`src/core/afc_consts.svh`:
```
// Offsets, field positions, reset values and timing counts for the controller.
`ifndef AFC_CONSTS_SVH
`define AFC_CONSTS_SVH
`define AFC_OFF_CTRL 12'h000
`define AFC_OFF_STAT 12'h004
`define AFC_OFF_WDATA 12'h008
`define AFC_OFF_RDATA 12'h00C
`define AFC_CTRL_INIT 0
`define AFC_CTRL_REWIND 1
`define AFC_CTRL_READ 2
`define AFC_CTRL_WRITE 3
`define AFC_CTRL_TOKEN 4
`define AFC_CTRL_FLOAD 5
`define AFC_CTRL_RST 6'h00
`define AFC_ST_EMPTY_N 0
`define AFC_ST_FULL_N 1
`define AFC_ST_HALF_N 2
`define AFC_ST_BUSY 3
`define AFC_ST_RVALID 4
`define AFC_ST_MODE 6:5
`define AFC_PULSE_NS 50
`define AFC_RECOV_NS 15
`define AFC_INIT_NS 100
`define AFC_CLK_NS 8
`define AFC_DEPTH 12'h800
`define AFC_PULSE_CYC ((`AFC_PULSE_NS + `AFC_CLK_NS - 1) / `AFC_CLK_NS)
`define AFC_RECOV_CYC ((`AFC_RECOV_NS + `AFC_CLK_NS - 1) / `AFC_CLK_NS)
`define AFC_INIT_CYC ((`AFC_INIT_NS + `AFC_CLK_NS - 1) / `AFC_CLK_NS)
`endif

```
`src/core/afc_pkg.sv`:
```
// Types shared by the asynchronous FIFO controller.
package afc_pkg;
   typedef enum logic [5:0] {
      AFC_IDLE = 6'b000001,
      AFC_LOW = 6'b000010,
      AFC_HIGH = 6'b000100,
      AFC_SAMPLE = 6'b001000,
      AFC_WAIT = 6'b010000,
      AFC_RECOV = 6'b100000
   } afc_state_t;
   typedef enum logic [1:0] {
      AFC_MODE_ALONE = 2'h0,
      AFC_MODE_FIRST = 2'h1,
      AFC_MODE_FOLLOW = 2'h2
   } afc_mode_t;
   typedef enum logic [2:0] {
      AFC_OP_NONE = 3'h0,
      AFC_OP_INIT = 3'h1,
      AFC_OP_REWIND = 3'h2,
      AFC_OP_READ = 3'h3,
      AFC_OP_WRITE = 3'h4
   } afc_op_t;
endpackage

```
`src/core/afc_ctrl.sv`:
```
// Controller that drives an asynchronous 2048x9 FIFO through its pins.
//
// What this block does
// - Controller reads only while the synchronised empty indicator is high.
// - Only the first flowed-through word is valid; toggle strobe for more.
// - Controller pulses rewind low with both strobes held high.
// - Software must keep a retransmitted block within 2048 words.
// - Exactly one cascaded part has first loader low at init.
// - Cascaded parts form a ring through their token pins.
// - Composite cascade flags are formed by OR of active-low flags.
// - Width expansion runs standalone parts in parallel.
//
// Software gives orders through CTRL and watches STAT. Each order sets one
// bit, which the sequencer clears when it drives the matching strobe or refuses a rewind.
// The priority is init, rewind, read, write. A read waits while the part is
// empty and a write waits while it is full, so neither order is lost.
// Every strobe is held low long enough for the slowest speed grade. The
// flags are given time to cross the synchronisers before the next order
// starts.
//
// The implementer's own choices: the register addresses and the AHB-Lite slave port.
`timescale 1ns/10ps
`include "afc_consts.svh"
module afc_ctrl
   import afc_pkg::*;
(
   input wire logic clk, // System clock.
   input wire logic resetn, // Synchronous reset, active low.
   input wire logic [31:0] haddr, // AHB address.
   input wire logic [1:0] htrans, // AHB transfer type.
   input wire logic hwrite, // AHB write.
   input wire logic [2:0] hsize, // AHB size.
   input wire logic [31:0] hwdata, // AHB write data.
   input wire logic hsel, // AHB select.
   input wire logic hready, // AHB bus ready.
   output logic [31:0] hrdata, // AHB read data.
   output logic hreadyout, // AHB slave ready.
   output logic hresp, // AHB response.
   output logic [8:0] input_bus, // Word to the FIFO data inputs.
   output logic write_n, // Write strobe.
   output logic read_n, // Read strobe.
   output logic init_n, // FIFO reset.
   output logic first_loader_or_rewind, // Rewind or first-loader select.
   output logic cascade_token_in_n, // Mode strap to the FIFO token input.
   input wire logic [8:0] output_bus, // FIFO data outputs.
   input wire logic empty_indicator_n, // FIFO empty flag.
   input wire logic full_indicator_n, // FIFO full flag.
   input wire logic token_or_half_full_out // Half-full flag or token out.
);
   typedef struct packed {
      afc_state_t st;
      afc_op_t op;
      logic [5:0] ctrl;
      logic [8:0] wdata;
      logic [8:0] rdata;
      logic rvalid;
      logic [3:0] cnt;
      logic [1:0] mode;
      logic [1:0] ef_s;
      logic [1:0] ff_s;
      logic [1:0] hf_s;
      logic [11:0] wcnt;
      logic over;
      logic [17:0] q_s;
      logic dph;
      logic dwr;
      logic [11:0] daddr;
      logic [31:0] hrdata;
      logic wr_n;
      logic rd_n;
      logic in_n;
      logic rw;
      logic tok;
      logic [8:0] dout;
   } afc_regs_t;
   afc_regs_t r_q, r_d;
   logic ef_n, ff_n, hf_n;
   assign ef_n = r_q.ef_s[1];
   assign ff_n = r_q.ff_s[1];
   assign hf_n = r_q.hf_s[1];
   // Busy also covers an order that is set but not yet started, so a poll
   // that follows the CTRL write at once cannot miss the order.
   logic busy;
   assign busy = (r_q.st != AFC_IDLE) || (|r_q.ctrl[3:0]);
   // ***************************************************************
   // Next state.
   // ***************************************************************
   always_comb
   begin
      r_d = r_q;
      // ***************************************************************
      // Pin synchronisers.
      // ***************************************************************
      // The empty and full pins may carry the OR of several parts' flags.
      r_d.ef_s = {r_q.ef_s[0], empty_indicator_n};
      r_d.ff_s = {r_q.ff_s[0], full_indicator_n};
      r_d.hf_s = {r_q.hf_s[0], token_or_half_full_out};
      r_d.q_s = {r_q.q_s[8:0], output_bus};
      // ***************************************************************
      // Register bus address phase.
      // ***************************************************************
      // The slave always answers in zero wait states.
      r_d.dph = 1'b0;
      if (hsel && hready && htrans[1])
      begin
         r_d.dph = 1'b1;
         r_d.dwr = hwrite;
         r_d.daddr = haddr[11:0];
         r_d.hrdata = 32'h00000000;
         if (!hwrite)
         begin
            if (haddr[11:0] == `AFC_OFF_CTRL)
               r_d.hrdata = {26'h0, r_q.ctrl};
            else if (haddr[11:0] == `AFC_OFF_STAT)
               r_d.hrdata = {25'h0, r_q.mode, r_q.rvalid,
                  busy, hf_n, ff_n, ef_n};
            else if (haddr[11:0] == `AFC_OFF_WDATA)
               r_d.hrdata = {23'h0, r_q.wdata};
            else if (haddr[11:0] == `AFC_OFF_RDATA)
            begin
               r_d.hrdata = {23'h0, r_q.rdata};
               r_d.rvalid = 1'b0;
            end
         end
      end
      // ***************************************************************
      // Pin sequencer.
      // ***************************************************************
      unique case (r_q.st)
         AFC_IDLE:
         begin
            r_d.cnt = 4'h0;
            if (r_q.ctrl[`AFC_CTRL_INIT])
            begin
               r_d.op = AFC_OP_INIT;
               r_d.ctrl[`AFC_CTRL_INIT] = 1'b0;
               r_d.in_n = 1'b0;
               r_d.wcnt = 12'h000;
               r_d.over = 1'b0;
               r_d.tok = r_q.ctrl[`AFC_CTRL_TOKEN];
               r_d.rw = ~r_q.ctrl[`AFC_CTRL_FLOAD];
               r_d.st = AFC_LOW;
            end
            else if (r_q.ctrl[`AFC_CTRL_REWIND] && !r_q.over
               && r_q.mode == AFC_MODE_ALONE)
            begin
               r_d.op = AFC_OP_REWIND;
               r_d.ctrl[`AFC_CTRL_REWIND] = 1'b0;
               r_d.rw = 1'b0;
               r_d.st = AFC_LOW;
            end
            else if (r_q.ctrl[`AFC_CTRL_READ] && ef_n)
            begin
               r_d.op = AFC_OP_READ;
               r_d.ctrl[`AFC_CTRL_READ] = 1'b0;
               r_d.rd_n = 1'b0;
               r_d.st = AFC_LOW;
            end
            else if (r_q.ctrl[`AFC_CTRL_WRITE] && ff_n)
            begin
               r_d.op = AFC_OP_WRITE;
               r_d.ctrl[`AFC_CTRL_WRITE] = 1'b0;
               r_d.dout = r_q.wdata;
               r_d.wr_n = 1'b0;
               // Past one full depth of writes the write pointer wraps, so a
               // rewind would replay overwritten words and is refused.
               if (r_q.wcnt == `AFC_DEPTH)
                  r_d.over = 1'b1;
               else
                  r_d.wcnt = r_q.wcnt + 12'h001;
               r_d.st = AFC_LOW;
            end
            else if (r_q.ctrl[`AFC_CTRL_REWIND])
               r_d.ctrl[`AFC_CTRL_REWIND] = 1'b0;
         end
         AFC_LOW:
         begin
            r_d.cnt = r_q.cnt + 4'h1;
            if (r_q.op != AFC_OP_INIT && r_q.cnt == 4'(`AFC_PULSE_CYC - 1))
               r_d.st = AFC_SAMPLE;
            if (r_q.op == AFC_OP_INIT && r_q.cnt == 4'(`AFC_INIT_CYC - 1))
               r_d.st = AFC_SAMPLE;
         end
         AFC_SAMPLE:
         begin
            r_d.cnt = 4'h0;
            if (r_q.op == AFC_OP_READ)
            begin
               // The word is taken from the second synchroniser stage at the
               // end of the low phase, well after the access time.
               r_d.rdata = r_q.q_s[17:9];
               r_d.rvalid = 1'b1;
            end
            else if (r_q.op == AFC_OP_INIT)
            begin
               if (!r_q.tok)
                  r_d.mode = AFC_MODE_ALONE;
               else if (!r_q.rw)
                  r_d.mode = AFC_MODE_FIRST;
               else
                  r_d.mode = AFC_MODE_FOLLOW;
            end
            r_d.rd_n = 1'b1;
            r_d.wr_n = 1'b1;
            r_d.in_n = 1'b1;
            if (r_q.op == AFC_OP_REWIND)
               r_d.rw = 1'b1;
            r_d.st = AFC_HIGH;
         end
         AFC_HIGH:
         begin
            r_d.st = AFC_RECOV;
         end
         AFC_RECOV:
         begin
            r_d.cnt = r_q.cnt + 4'h1;
            // Flags cross two flops; waiting lets them settle before reuse.
            if (r_q.cnt >= 4'(`AFC_RECOV_CYC + 2))
               r_d.st = AFC_WAIT;
         end
         AFC_WAIT:
         begin
            r_d.op = AFC_OP_NONE;
            r_d.st = AFC_IDLE;
         end
         default:
         begin
            r_d.st = AFC_IDLE;
         end
      endcase
      // ***************************************************************
      // Register bus data phase.
      // ***************************************************************
      // Software writes land last, so an order set in the very cycle in
      // which the sequencer clears the same bit is kept.
      if (r_q.dph && r_q.dwr)
      begin
         if (r_q.daddr == `AFC_OFF_CTRL)
            r_d.ctrl = hwdata[5:0];
         else if (r_q.daddr == `AFC_OFF_WDATA)
            r_d.wdata = hwdata[8:0];
      end
   end
   // ***************************************************************
   // State register.
   // ***************************************************************
   // The part itself is not reset here; software gives an init order.
   always_ff @(posedge clk)
   begin
      if (!resetn)
      begin
         r_q <= '0;
         r_q.st <= AFC_IDLE;
         r_q.op <= AFC_OP_NONE;
         r_q.ctrl <= `AFC_CTRL_RST;
         r_q.mode <= AFC_MODE_ALONE;
         r_q.wr_n <= 1'b1;
         r_q.rd_n <= 1'b1;
         r_q.in_n <= 1'b1;
         r_q.rw <= 1'b1;
      end
      else
         r_q <= r_d;
   end
   // ***************************************************************
   // Outputs.
   // ***************************************************************
   assign hrdata = r_q.hrdata;
   assign hreadyout = 1'b1;
   assign hresp = 1'b0;
   assign input_bus = r_q.dout;
   assign write_n = r_q.wr_n;
   assign read_n = r_q.rd_n;
   assign init_n = r_q.in_n;
   assign first_loader_or_rewind = r_q.rw;
   assign cascade_token_in_n = r_q.tok;
endmodule

```
`config.mk`:
```
export PLATFORM = sky130hd
export DESIGN_NAME = afc_ctrl
export DESIGN_NICKNAME = d
export VERILOG_FILES = /design/src/core/afc_pkg.sv /design/src/core/afc_ctrl.sv
export VERILOG_INCLUDE_DIRS = /design/src /design/src/core
export SDC_FILE = /design/constraint.sdc
export NUM_CORES = 1
export LEC_CHECK = 0
export ABC_CLOCK_PERIOD_IN_PS = 4450
export BUFFER_PORTS_ARGS = -buffer_cell sky130_fd_sc_hd__buf_2
export CAP_MARGIN = 40
export CORE_ASPECT_RATIO = 0.8
export CORE_UTILIZATION = 30
export DETAILED_ROUTE_END_ITERATION = 12
export MAX_ROUTING_LAYER = met4
export PLACE_DENSITY_LB_ADDON = 0.05
export SLEW_MARGIN = 25
export SYNTH_ARGS = -nofsm -noshare
export SYNTH_HDL_FRONTEND = slang
export SYNTH_SLANG_ARGS = --single-unit
```
`constraint.sdc`:
```
create_clock -name clk -period 4.45 [get_ports clk]
set_clock_uncertainty 0.1 [all_clocks]
set_input_delay 1.1125 -clock clk [delete_from_list [all_inputs] [get_ports clk]]
set_output_delay 1.1125 -clock clk [all_outputs]
set_load 0.02 [all_outputs]
```
==> run metrics, run 1 <==
syn_area_per_cell=8.73 sq um; Critical Path Source=r_q[133]$_SDFFE_PN0P_; first-pass iteration count of the detailed router=4; clock buffer count from CTS=17; Synth Area in XOR/XNOR=1.03%; Post-synth EDFFs=0; max frequency=0.398 GHz; power density cells=434 mW/mm^2; antenna viol nets, final=0; Peak VDD IR=0.186 mV; Synth async-reset ratio=0%; Core Region=0.0166 sq mm; via count=3966; Ys Warns=0; antenna violations before repair=0; first-pass GRT wire length=20800 um; initial core utilization=30.7%; RR Endpoint=r_q[135]$_SDFFE_PN0P_; WP data arrival=2.68 ns; combinational group share of total power=3.4%; slowest stage delay, CP=0.58 ns; io pins=134; TritonCTS clock tree=built; worst reg2reg setup slack=1.94 ns; CTS resizes=0; Post-route DRC=0; Adder-Cell Fraction of Synth Area=1.23%; sequential share of power=40.3%; mux contribution to synthesized area=6.55%; slew margin rel.=49.2%; Synth Cell Area=0.00508 sq mm; Final Util=36.0%; sw frac=22.3%; RR Startpoint=r_q[133]$_SDFFE_PN0P_; r2r worst-path depth=5; Sink Count=114; Largest delay share family, worst path=simple AND/OR/NAND/NOR gates; Max Cap Viol=0; routability cong.=0.747; layout cell share with drive strength beyond 1=18.0%; Layout Nets=713; P_sw=575 uW; setup tns final=0 ns; stages on the worst setup path=5; largest family of logic cells by synthesized area=simple AND/OR/NAND/NOR gates; Hold Buf Count CTS=0; IO Port Bufs=61; crit-path max FO=9; commonest non-fill, non-tap cells in the layout=114 x dfxtp_1, 95 x nand2_1, 62 x buf_2; Leak Pwr=0.00236 uW; sequential-to-total area share from yosys stat=44.9%; internal cell power=2010 uW; synth-to-layout area growth=17.2%; largest net degree at the start of global routing=57; Rows=42; Synth Flop Type=dfxtp_1; Setup Buffers After CTS=0; unrepaired setup endpoints after global routing=no; die width=147 um; Root Buffer=clkbuf_16; clock period minus final worst setup slack=2.51 ns; Critical Path End=r_q[135]$_SDFFE_PN0P_; die height=118 um; Post-Syn Instances=582; CP bufs+invs=0; H-tree depth=4; fin. max-slew vios=0; clock share of power=56.3%; outcome=completed; synth unique cells=57; routed length per instance=15.0 um; clock-pin slew on the worst setup and hold paths=0.06 ns; grt total ovfl=0; Critical Path Sink Type=flip-flop; Worst-Skew Late Latency=0.41 ns; endpoints failing setup=0; commonest non-fill, non-tap cell in the layout=dfxtp_1; Clock Path Buffers=2; synthesized flop and latch total=114; Vias/cell=4.64; worst endpoint required time=4.62 ns; WL final=12800 um; final hold vios=0; slew of the pin with the lowest slew margin=0.751 ns; Hold Crit Class=reg2reg; crit start category=flip-flop; Antenna Cells=0; worst path cell trace=or4_4 > nor2_2 > nand2_1 > o31ai_1 > nor4_1; total track usage=16.1%; First DRT Iteration DRCs=220; CP Class=reg2reg; DIE AREA=0.0175 sq mm; Final Cycle Share=56.5%; simple-gate share of the synthesized area=25.2%; slowest stage cell, crit path=or4_4; Synth Area in Compound Gates=10.7%; Final HPWL DP=9010 um; vias in the first global route=3798
-- sequential cells by signal, summed over array words and instances, names as in the netlist --
| register | count |
|---|---|
| r_q | 76 |
| first_loader_or_rewind | 1 |
| r_d | 12 |
| input_bus | 9 |
| hrdata | 9 |
| hf_n | 1 |
| ff_n | 1 |
| write_n | 1 |
| ef_n | 1 |
| cascade_token_in_n | 1 |
| init_n | 1 |
| read_n | 1 |
-- per-stage QoR --
step                      area [sq um]  hold WS (ns)  power, uW  worst slack (ns)  cells
after floorplan                   5160         0.312       1130              1.99    605
after global placement            5320         0.316       1150              1.45    822
after detailed placement          5320         0.318       1150              1.59    823
after CTS                         5950         0.333       2620              1.90    855
after global routing              5950         0.335       2690              1.79    855
final                             5950         0.329       2580              1.94    855
-- Yosys cell counts, types with 7 or more instances --
master / instances / area, sq um
inv_1: 14 / 52.6
buf_4: 43 / 323
a21oi_1: 45 / 225
nand3_1: 15 / 75.1
nand2_1: 95 / 357
nor3_1: 11 / 55.1
nor4_1: 11 / 68.8
o21ai_0: 15 / 75.1
mux2i_1: 31 / 310
clkbuf_1: 16 / 60.1
and2_1: 25 / 156
nor2_1: 40 / 150
dfxtp_1: 114 / 2280
or3_1: 7 / 43.8
-- worst reg2reg max path, delay by kind of cell, from the launching register on --
kind / cells / cell delay, ns
AND/OR/NAND/NOR: 4 / 1.32
flip-flops: 1 / 0.41
AO/OA/AOI/OAI: 1 / 0.55
-- area by class of cell --
cell class | instances | area (sq um)
flip-flops and latches | 114 | 2280
clock inverters | 14 | 203
multi-input cells | 409 | 2370
inverters | 14 | 52.6
fillers | 1732 | 10600
clock buffers | 18 | 429
well taps | 220 | 275
repair buffers | 66 | 340
-- logic make-up after synthesis --
kind of cell / after synthesis
buffers and inverters: 82
adder cells (fa/ha/maj): 5
multiplexers: 33
AND/OR/NAND/NOR: 250
XOR/XNOR: 6
AO/OA/AOI/OAI: 90
flip-flops: 114
other: 2
-- metal layers --
layer	global-route usage [%]	up-vias	part of all wire, %
li1	-	2032	-
met5	-	-	0
met3	4.02	6	4.1
met2	21.1	90	40
met4	4.96	0	0.73
met1	23.6	1838	55
-- worst min path at each step --
stage,startpoint,end,depth (start not counted),slack (ns)
floorplan,r_d[96]$_SDFF_PN0_,ef_n$_SDFF_PN0_,1,0.31
global placement,r_d[74]$_SDFF_PN0_,r_q[74]$_SDFF_PN0_,1,0.32
detailed placement,r_d[75]$_SDFF_PN0_,r_q[75]$_SDFF_PN0_,1,0.32
CTS,r_d[75]$_SDFF_PN0_,r_q[75]$_SDFF_PN0_,1,0.33
global route,r_d[75]$_SDFF_PN0_,r_q[75]$_SDFF_PN0_,1,0.33
finish,r_d[76]$_SDFF_PN0_,r_q[76]$_SDFF_PN0_,1,0.33
-- power by group through the flow --
stage,registers (uW),clock network [uW],logic [uW]
finish,1040,1450,89.0
detailed placement,1060,0,90.3
floorplan,1060,0,74.0
global route,1040,1550,99.7
global placement,1060,0,89.0
CTS,1040,1490,90.3
No activity file was read; power rests on OpenSTA's default activity.
==> inputs of run 2 (changes only) <==
--- a/config.mk
+++ b/config.mk
@@ -6,7 +6,7 @@
 export SDC_FILE = /design/constraint.sdc
 export NUM_CORES = 1
 export LEC_CHECK = 0
-export ABC_CLOCK_PERIOD_IN_PS = 4450
+export ABC_CLOCK_PERIOD_IN_PS = 2140
 export BUFFER_PORTS_ARGS = -buffer_cell sky130_fd_sc_hd__buf_2
 export CAP_MARGIN = 40
 export CORE_ASPECT_RATIO = 0.8
==> constraint.sdc (replaced) <==
create_clock -name clk -period 2.14 [get_ports clk]
set_clock_uncertainty 0.1 [all_clocks]
set_input_delay 0.535 -clock clk [delete_from_list [all_inputs] [get_ports clk]]
set_output_delay 0.535 -clock clk [all_outputs]
set_load 0.02 [all_outputs]
==> run metrics, run 2 (same netlist as run 1, synthesis figures left out) <==
outcome=completed; max frequency=0.485 GHz (+22%); worst reg2reg setup slack=0.08 ns (-1.86 ns); Core Region=0.0166 sq mm (unchanged); combinational group share of total power=3.7% (+0.3 points); wl on met1=7370 um (+4.0%); Worst-Skew Late Latency=0.41 ns (about the same); total track usage=16.7% (+0.61 points); Antenna Cells=0 (unchanged); vias in the first global route=4008 (+5.5%); clock-pin slew on the worst setup and hold paths=0.05 ns (about the same); First DRT Iteration DRCs=186 (-15%); Rows=42 (unchanged); initial core utilization=30.7% (unchanged); Critical Path Source=r_q[123]$_SDFF_PN0_; Pwr Total=5390 uW (+110%); FF+latch area=0.00228 sq mm (+0.11%); largest net degree at the start of global routing=46 (-19%); area of the multi-input gates=0.00241 sq mm (+1.5%); fin. max-slew vios=0 (unchanged); final hold vios=0 (unchanged); unrepaired setup endpoints after global routing=no; met3 WL post-DR=541 um (+4.2%); clock period minus final worst setup slack=2.06 ns (-0.451 ns); Layout Nets=754 (+5.8%); sequential share of power=40.2% (about the same); Final Cycle Share=96.4% (+40 points); Peak VDD IR=0.508 mV (+170%); first-pass iteration count of the detailed router=6 (+2); Hold Crit Class=in2reg; Sink Count=114 (unchanged); Vias/cell=4.60 (-0.82%); internal cell power=4230 uW (+110%); Post-route DRC=0 (unchanged); Placed Cells=864 (+5.0%); top sig layer=met4; die height=118 um (unchanged); Hold Buf Count CTS=0 (unchanged); die width=147 um (unchanged); routed length on met2=5340 um (+4.9%); H-tree depth=4 (unchanged); layout cell share with drive strength beyond 1=24.4% (+6.5 points); CP Class=reg2reg; clock buffer count from CTS=17 (unchanged); io pins=134 (unchanged); largest reg by FF count=r_q; DIE AREA=0.0175 sq mm (unchanged); Root Buffer=clkbuf_16; sw frac=21.5% (-0.77 points); Final HPWL DP=9640 um (+7.0%); Critical Path Sink Type=flip-flop; first-pass GRT wire length=21600 um (+3.7%); P_sw=1160 uW (+100%); setup tns final=0 ns (unchanged); Max Cap Viol=0 (unchanged); Final Util=38.2% (+2.3 points); crit start category=flip-flop; TritonCTS clock tree=built; grt total ovfl=0 (unchanged); fin area=0.00633 sq mm (+6.4%); synth-to-layout area growth=24.7%; Critical Path End=r_q[87]$_SDFFE_PN0P_; Layout Cells excl Fill=896 (+4.8%); routed length per instance=14.9 um (-0.57%); crit-path max FO=6 (-3); commonest non-fill, non-tap cell in the layout=dfxtp_1; slew margin rel.=64.9% (+16 points); RR Startpoint=r_q[123]$_SDFF_PN0_; slew of the pin with the lowest slew margin=0.527 ns (-0.224 ns); power density cells=851 mW/mm^2 (+96%); Leak Pwr=0.00258 uW (+9.1%); WL final=13300 um (+4.2%); Setup Buffers After CTS=0 (unchanged); routability cong.=0.785 (+5.1%); area post-placement=0.00566 sq mm (+6.4%); r2r worst-path depth=6 (+1); WP data arrival=2.30 ns (-0.38 ns); IO Port Bufs=61 (unchanged); clock share of power=56.2% (about the same); Clock Path Buffers=2 (unchanged); antenna violations before repair=0 (unchanged); worst endpoint required time=2.38 ns (-2.24 ns); endpoints failing setup=0 (unchanged); # fillers=1703 (-1.7%); via count=4122 (+3.9%); RR Endpoint=r_q[87]$_SDFFE_PN0P_; antenna viol nets, final=0 (unchanged); max reg flops=76 (unchanged); commonest non-fill, non-tap cells in the layout=112 x dfxtp_1, 95 x nand2_1, 61 x buf_2
==> run 2: worst min-delay path by stage <==
| stage | start | end | slack (ns) | cells after the start |
|---|---|---|---|---|
| 2_1_floorplan | r_d[96]$_SDFF_PN0_ | ef_n$_SDFF_PN0_ | 0.31 | 1 |
| 3_3_place_gp | r_d[73]$_SDFF_PN0_ | r_q[73]$_SDFF_PN0_ | 0.32 | 1 |
| 3_5_place_dp | r_d[74]$_SDFF_PN0_ | r_q[74]$_SDFF_PN0_ | 0.32 | 1 |
| 4_1_cts | empty_indicator_n | r_d[96]$_SDFF_PN0_ | 0.20 | 2 |
| 5_1_grt | output_bus[2] | r_d[71]$_SDFF_PN0_ | 0.21 | 2 |
| 6_report | empty_indicator_n | r_d[96]$_SDFF_PN0_ | 0.23 | 2 |
==> run 2: power by group through the flow <==
stage,Combinational [uW],Clock (uW),Sequential [uW]
5_1_grt,219,3200,2170
2_1_floorplan,154,0,2210
3_5_place_dp,198,0,2210
6_report,197,3030,2170
3_3_place_gp,196,0,2210
4_1_cts,199,3110,2160
==> run 2: routing by layer <==
layer	vias to the layer above	global-route usage, %
met4	0	4.64
met2	90	22.0
met3	7	4.48
li1	2112	-
met1	1913	24.5
met5	-	-
==> run 2: per-stage QoR <==
step | hold WS, ns | setup slack, ns
after floorplan | 0.312 | 0.00441
after CTS | 0.202 | 0.000820
after detailed placement | 0.318 | 0.00378
final | 0.230 | 0.0775
after global routing | 0.212 | 0.000765
after global placement | 0.317 | 0.0235
==> run 2: cell type report <==
cell class	count	area share [%]
Inverter	14	0.830
Tap cell	220	4.35
Timing Repair Buffer	107	10.7
Clock inverter	12	2.85
Multi-Input combinational cell	409	38.0
Clock buffer	20	7.21
Sequential cell	114	36.1
==> run 2: critical path: stages, from the launching register on <==
cell and delay, ns:
dfxtp_1 0.35, or4b_4 0.24, a31oi_1 0.08, buf_4 0.17
or3_4 0.38, or4_4 0.52, a21oi_2 0.14
==> run 2: what timing repair did <==
action / in CTS / in global routing
gates resized for setup: 0 / 10
endpoints found under the setup margin: 3 / 8
gates cloned: 0 / 0
pin swaps: 2 / 4
==> inputs of run 3 (changes only) <==
--- a/config.mk
+++ b/config.mk
@@ -10,7 +10,7 @@
 export BUFFER_PORTS_ARGS = -buffer_cell sky130_fd_sc_hd__buf_2
 export CAP_MARGIN = 40
 export CORE_ASPECT_RATIO = 0.8
-export CORE_UTILIZATION = 30
+export CORE_UTILIZATION = 48
 export DETAILED_ROUTE_END_ITERATION = 12
 export MAX_ROUTING_LAYER = met4
 export PLACE_DENSITY_LB_ADDON = 0.05
==> run metrics, run 3 (same netlist as run 1, synthesis figures left out) <==
crit-path max FO=4 (-2); antenna viol nets, final=0 (unchanged); routed length per instance=14.6 um (-2.0%); DIE AREA=0.0110 sq mm (-37%); Hold Crit Class=in2reg; synth-to-layout area growth=20.9%; worst path cell trace=inv_2 > ha_2 > nor4b_1 > and4_1 > or3_4 > or4_4 > a21oi_2; hold_sp=output_bus[5]; Sink Count=114 (unchanged); setup tns final=0 ns (unchanged); total track usage=23.7% (+7.0 points); Max Cap Viol=0 (unchanged); max reg flops=76 (unchanged); Antenna Cells=0 (unchanged); Clock Path Buffers=2 (unchanged); combinational group share of total power=3.6% (about the same); largest net degree at the start of global routing=24 (-48%); internal cell power=4060 uW (-4.1%); slew margin rel.=58.3% (-6.6 points); grt total ovfl=0 (unchanged); io pins=134 (unchanged); vias in the first global route=3935 (-1.8%); WL final=11800 um (-11%); fin. max-slew vios=0 (unchanged); endpoints failing setup=0 (unchanged); crit start category=flip-flop; worst reg2reg setup slack=0.04 ns (-0.04 ns); RR Startpoint=r_q[79]$_SDFFE_PN0P_; IO Port Bufs=61 (unchanged); Vias/cell=5.17 (+12%); commonest non-fill, non-tap cell in the layout=dfxtp_1; antenna violations before repair=0 (unchanged); worst min-delay path endpoint=r_d[74]$_SDFF_PN0_; Rows=33 (-21%); die width=117 um (-21%); first-pass iteration count of the detailed router=5 (-1); commonest non-fill, non-tap cells in the layout=112 x dfxtp_1, 95 x nand2_1, 61 x buf_2; met3 WL post-DR=602 um (+11%); clock share of power=54.3% (-1.9 points); routed length on met2=5040 um (-5.5%); Final HPWL DP=8550 um (-11%); Worst-Skew Late Latency=0.40 ns (about the same); Root Buffer=clkbuf_16; CP bufs+invs=1 (unchanged); P_sw=1090 uW (-6.2%); area post-placement=0.00549 sq mm (-3.0%); slew of the pin with the lowest slew margin=0.623 ns (+0.0960 ns); clock-pin slew on the worst setup and hold paths=0.06 ns (about the same); Post-route DRC=0 (unchanged); clock period minus final worst setup slack=2.10 ns (+0.0356 ns); routability cong.=0.843 (+7.5%); WP data arrival=2.34 ns (+0.04 ns); H-tree depth=4 (unchanged); layout cell share with drive strength beyond 1=24.3% (-0.15 points); sequential share of power=42.1% (+1.9 points); fin worst setup slack=0.0420 ns (-0.0356 ns); initial core utilization=49.4% (+19 points); Peak VDD IR=0.606 mV (+19%); via count=4201 (+1.9%); clock buffer count from CTS=17 (unchanged); Layout Nets=751 (-0.40%); outcome=completed; largest reg by FF count=r_q; power density cells=838 mW/mm^2 (-1.6%); slowest stage cell, crit path=or4_4; Leak Pwr=0.00255 uW (-1.1%); Core Region=0.0103 sq mm (-38%); wl on met1=6050 um (-18%); r2r worst-path depth=7 (+1); unrepaired setup endpoints after global routing=yes; worst slack after detailed placement=-0.0261 ns (-0.0298 ns); top sig layer=met4; max frequency=0.477 GHz (-1.7%); worst endpoint required time=2.38 ns (about the same); Critical Path Sink Type=flip-flop; sw frac=21.1% (-0.37 points); first-pass GRT wire length=19100 um (-12%); Final Cycle Share=98.0% (+1.7 points); slowest stage delay, CP=0.49 ns (-0.03 ns); final hold vios=0 (unchanged); CP Class=reg2reg; First DRT Iteration DRCs=229 (+23%); Hold Path Depth=2 (unchanged); die height=94 um (-21%); hold_ws=0.232 ns (+0.00226 ns); TritonCTS clock tree=built; Hold Buf Count CTS=0 (unchanged); fin area=0.00614 sq mm (-3.0%); Largest delay share family, worst path=simple AND/OR/NAND/NOR gates; Final Util=59.7% (+21 points); RR Endpoint=r_q[89]$_SDFFE_PN0P_
[run 3: worst max path at each step]
stage | startpoint | endpoint | depth (start not counted)
2_1_floorplan | r_q[79]$_SDFFE_PN0P_ | r_q[87]$_SDFFE_PN0P_ | 7
3_3_place_gp | r_q[79]$_SDFFE_PN0P_ | r_q[89]$_SDFFE_PN0P_ | 7
3_5_place_dp | r_q[79]$_SDFFE_PN0P_ | r_q[89]$_SDFFE_PN0P_ | 7
4_1_cts | r_q[79]$_SDFFE_PN0P_ | r_q[89]$_SDFFE_PN0P_ | 7
5_1_grt | r_q[79]$_SDFFE_PN0P_ | r_q[89]$_SDFFE_PN0P_ | 7
6_report | r_q[79]$_SDFFE_PN0P_ | r_q[89]$_SDFFE_PN0P_ | 7
[run 3: through the flow]
step | power [uW] | std cells
global placement | 2390 | 778
CTS | 5190 | 811
detailed placement | 2400 | 778
finish | 5140 | 812
floorplan | 2360 | 605
global route | 5320 | 812
[run 3: cell type report]
type | instances | area (sq um)
fill | 924 | 4140
multi-input combinational | 409 | 2410
sequential | 114 | 2280
timing repair buffer | 104 | 628
clock buffer | 20 | 447
tap | 140 | 175
clock inverter | 11 | 138
inverter | 14 | 52.6
[run 3: metal layers]
layer	vias to the layer above	track usage, %
met2	118	34.2
met4	0	7.59
met3	14	5.16
li1	2097	-
met5	-	-
met1	1972	32.8
[run 3: power by group through the flow]
stage / clock (uW) / sequential [uW] / combinational, uW
finish: 2790 / 2170 / 185
global placement: 0 / 2210 / 182
CTS: 2830 / 2170 / 186
global route: 2940 / 2170 / 208
floorplan: 0 / 2210 / 154
detailed placement: 0 / 2210 / 186
[run 3: timing repair]
| action | CTS | global route |
|---|---|---|
| resized for setup | 0 | 13 |
| pin swaps | 4 | 8 |
| endpoints found under the setup margin | 2 | 6 |
| setup buffers | 2 | 1 |
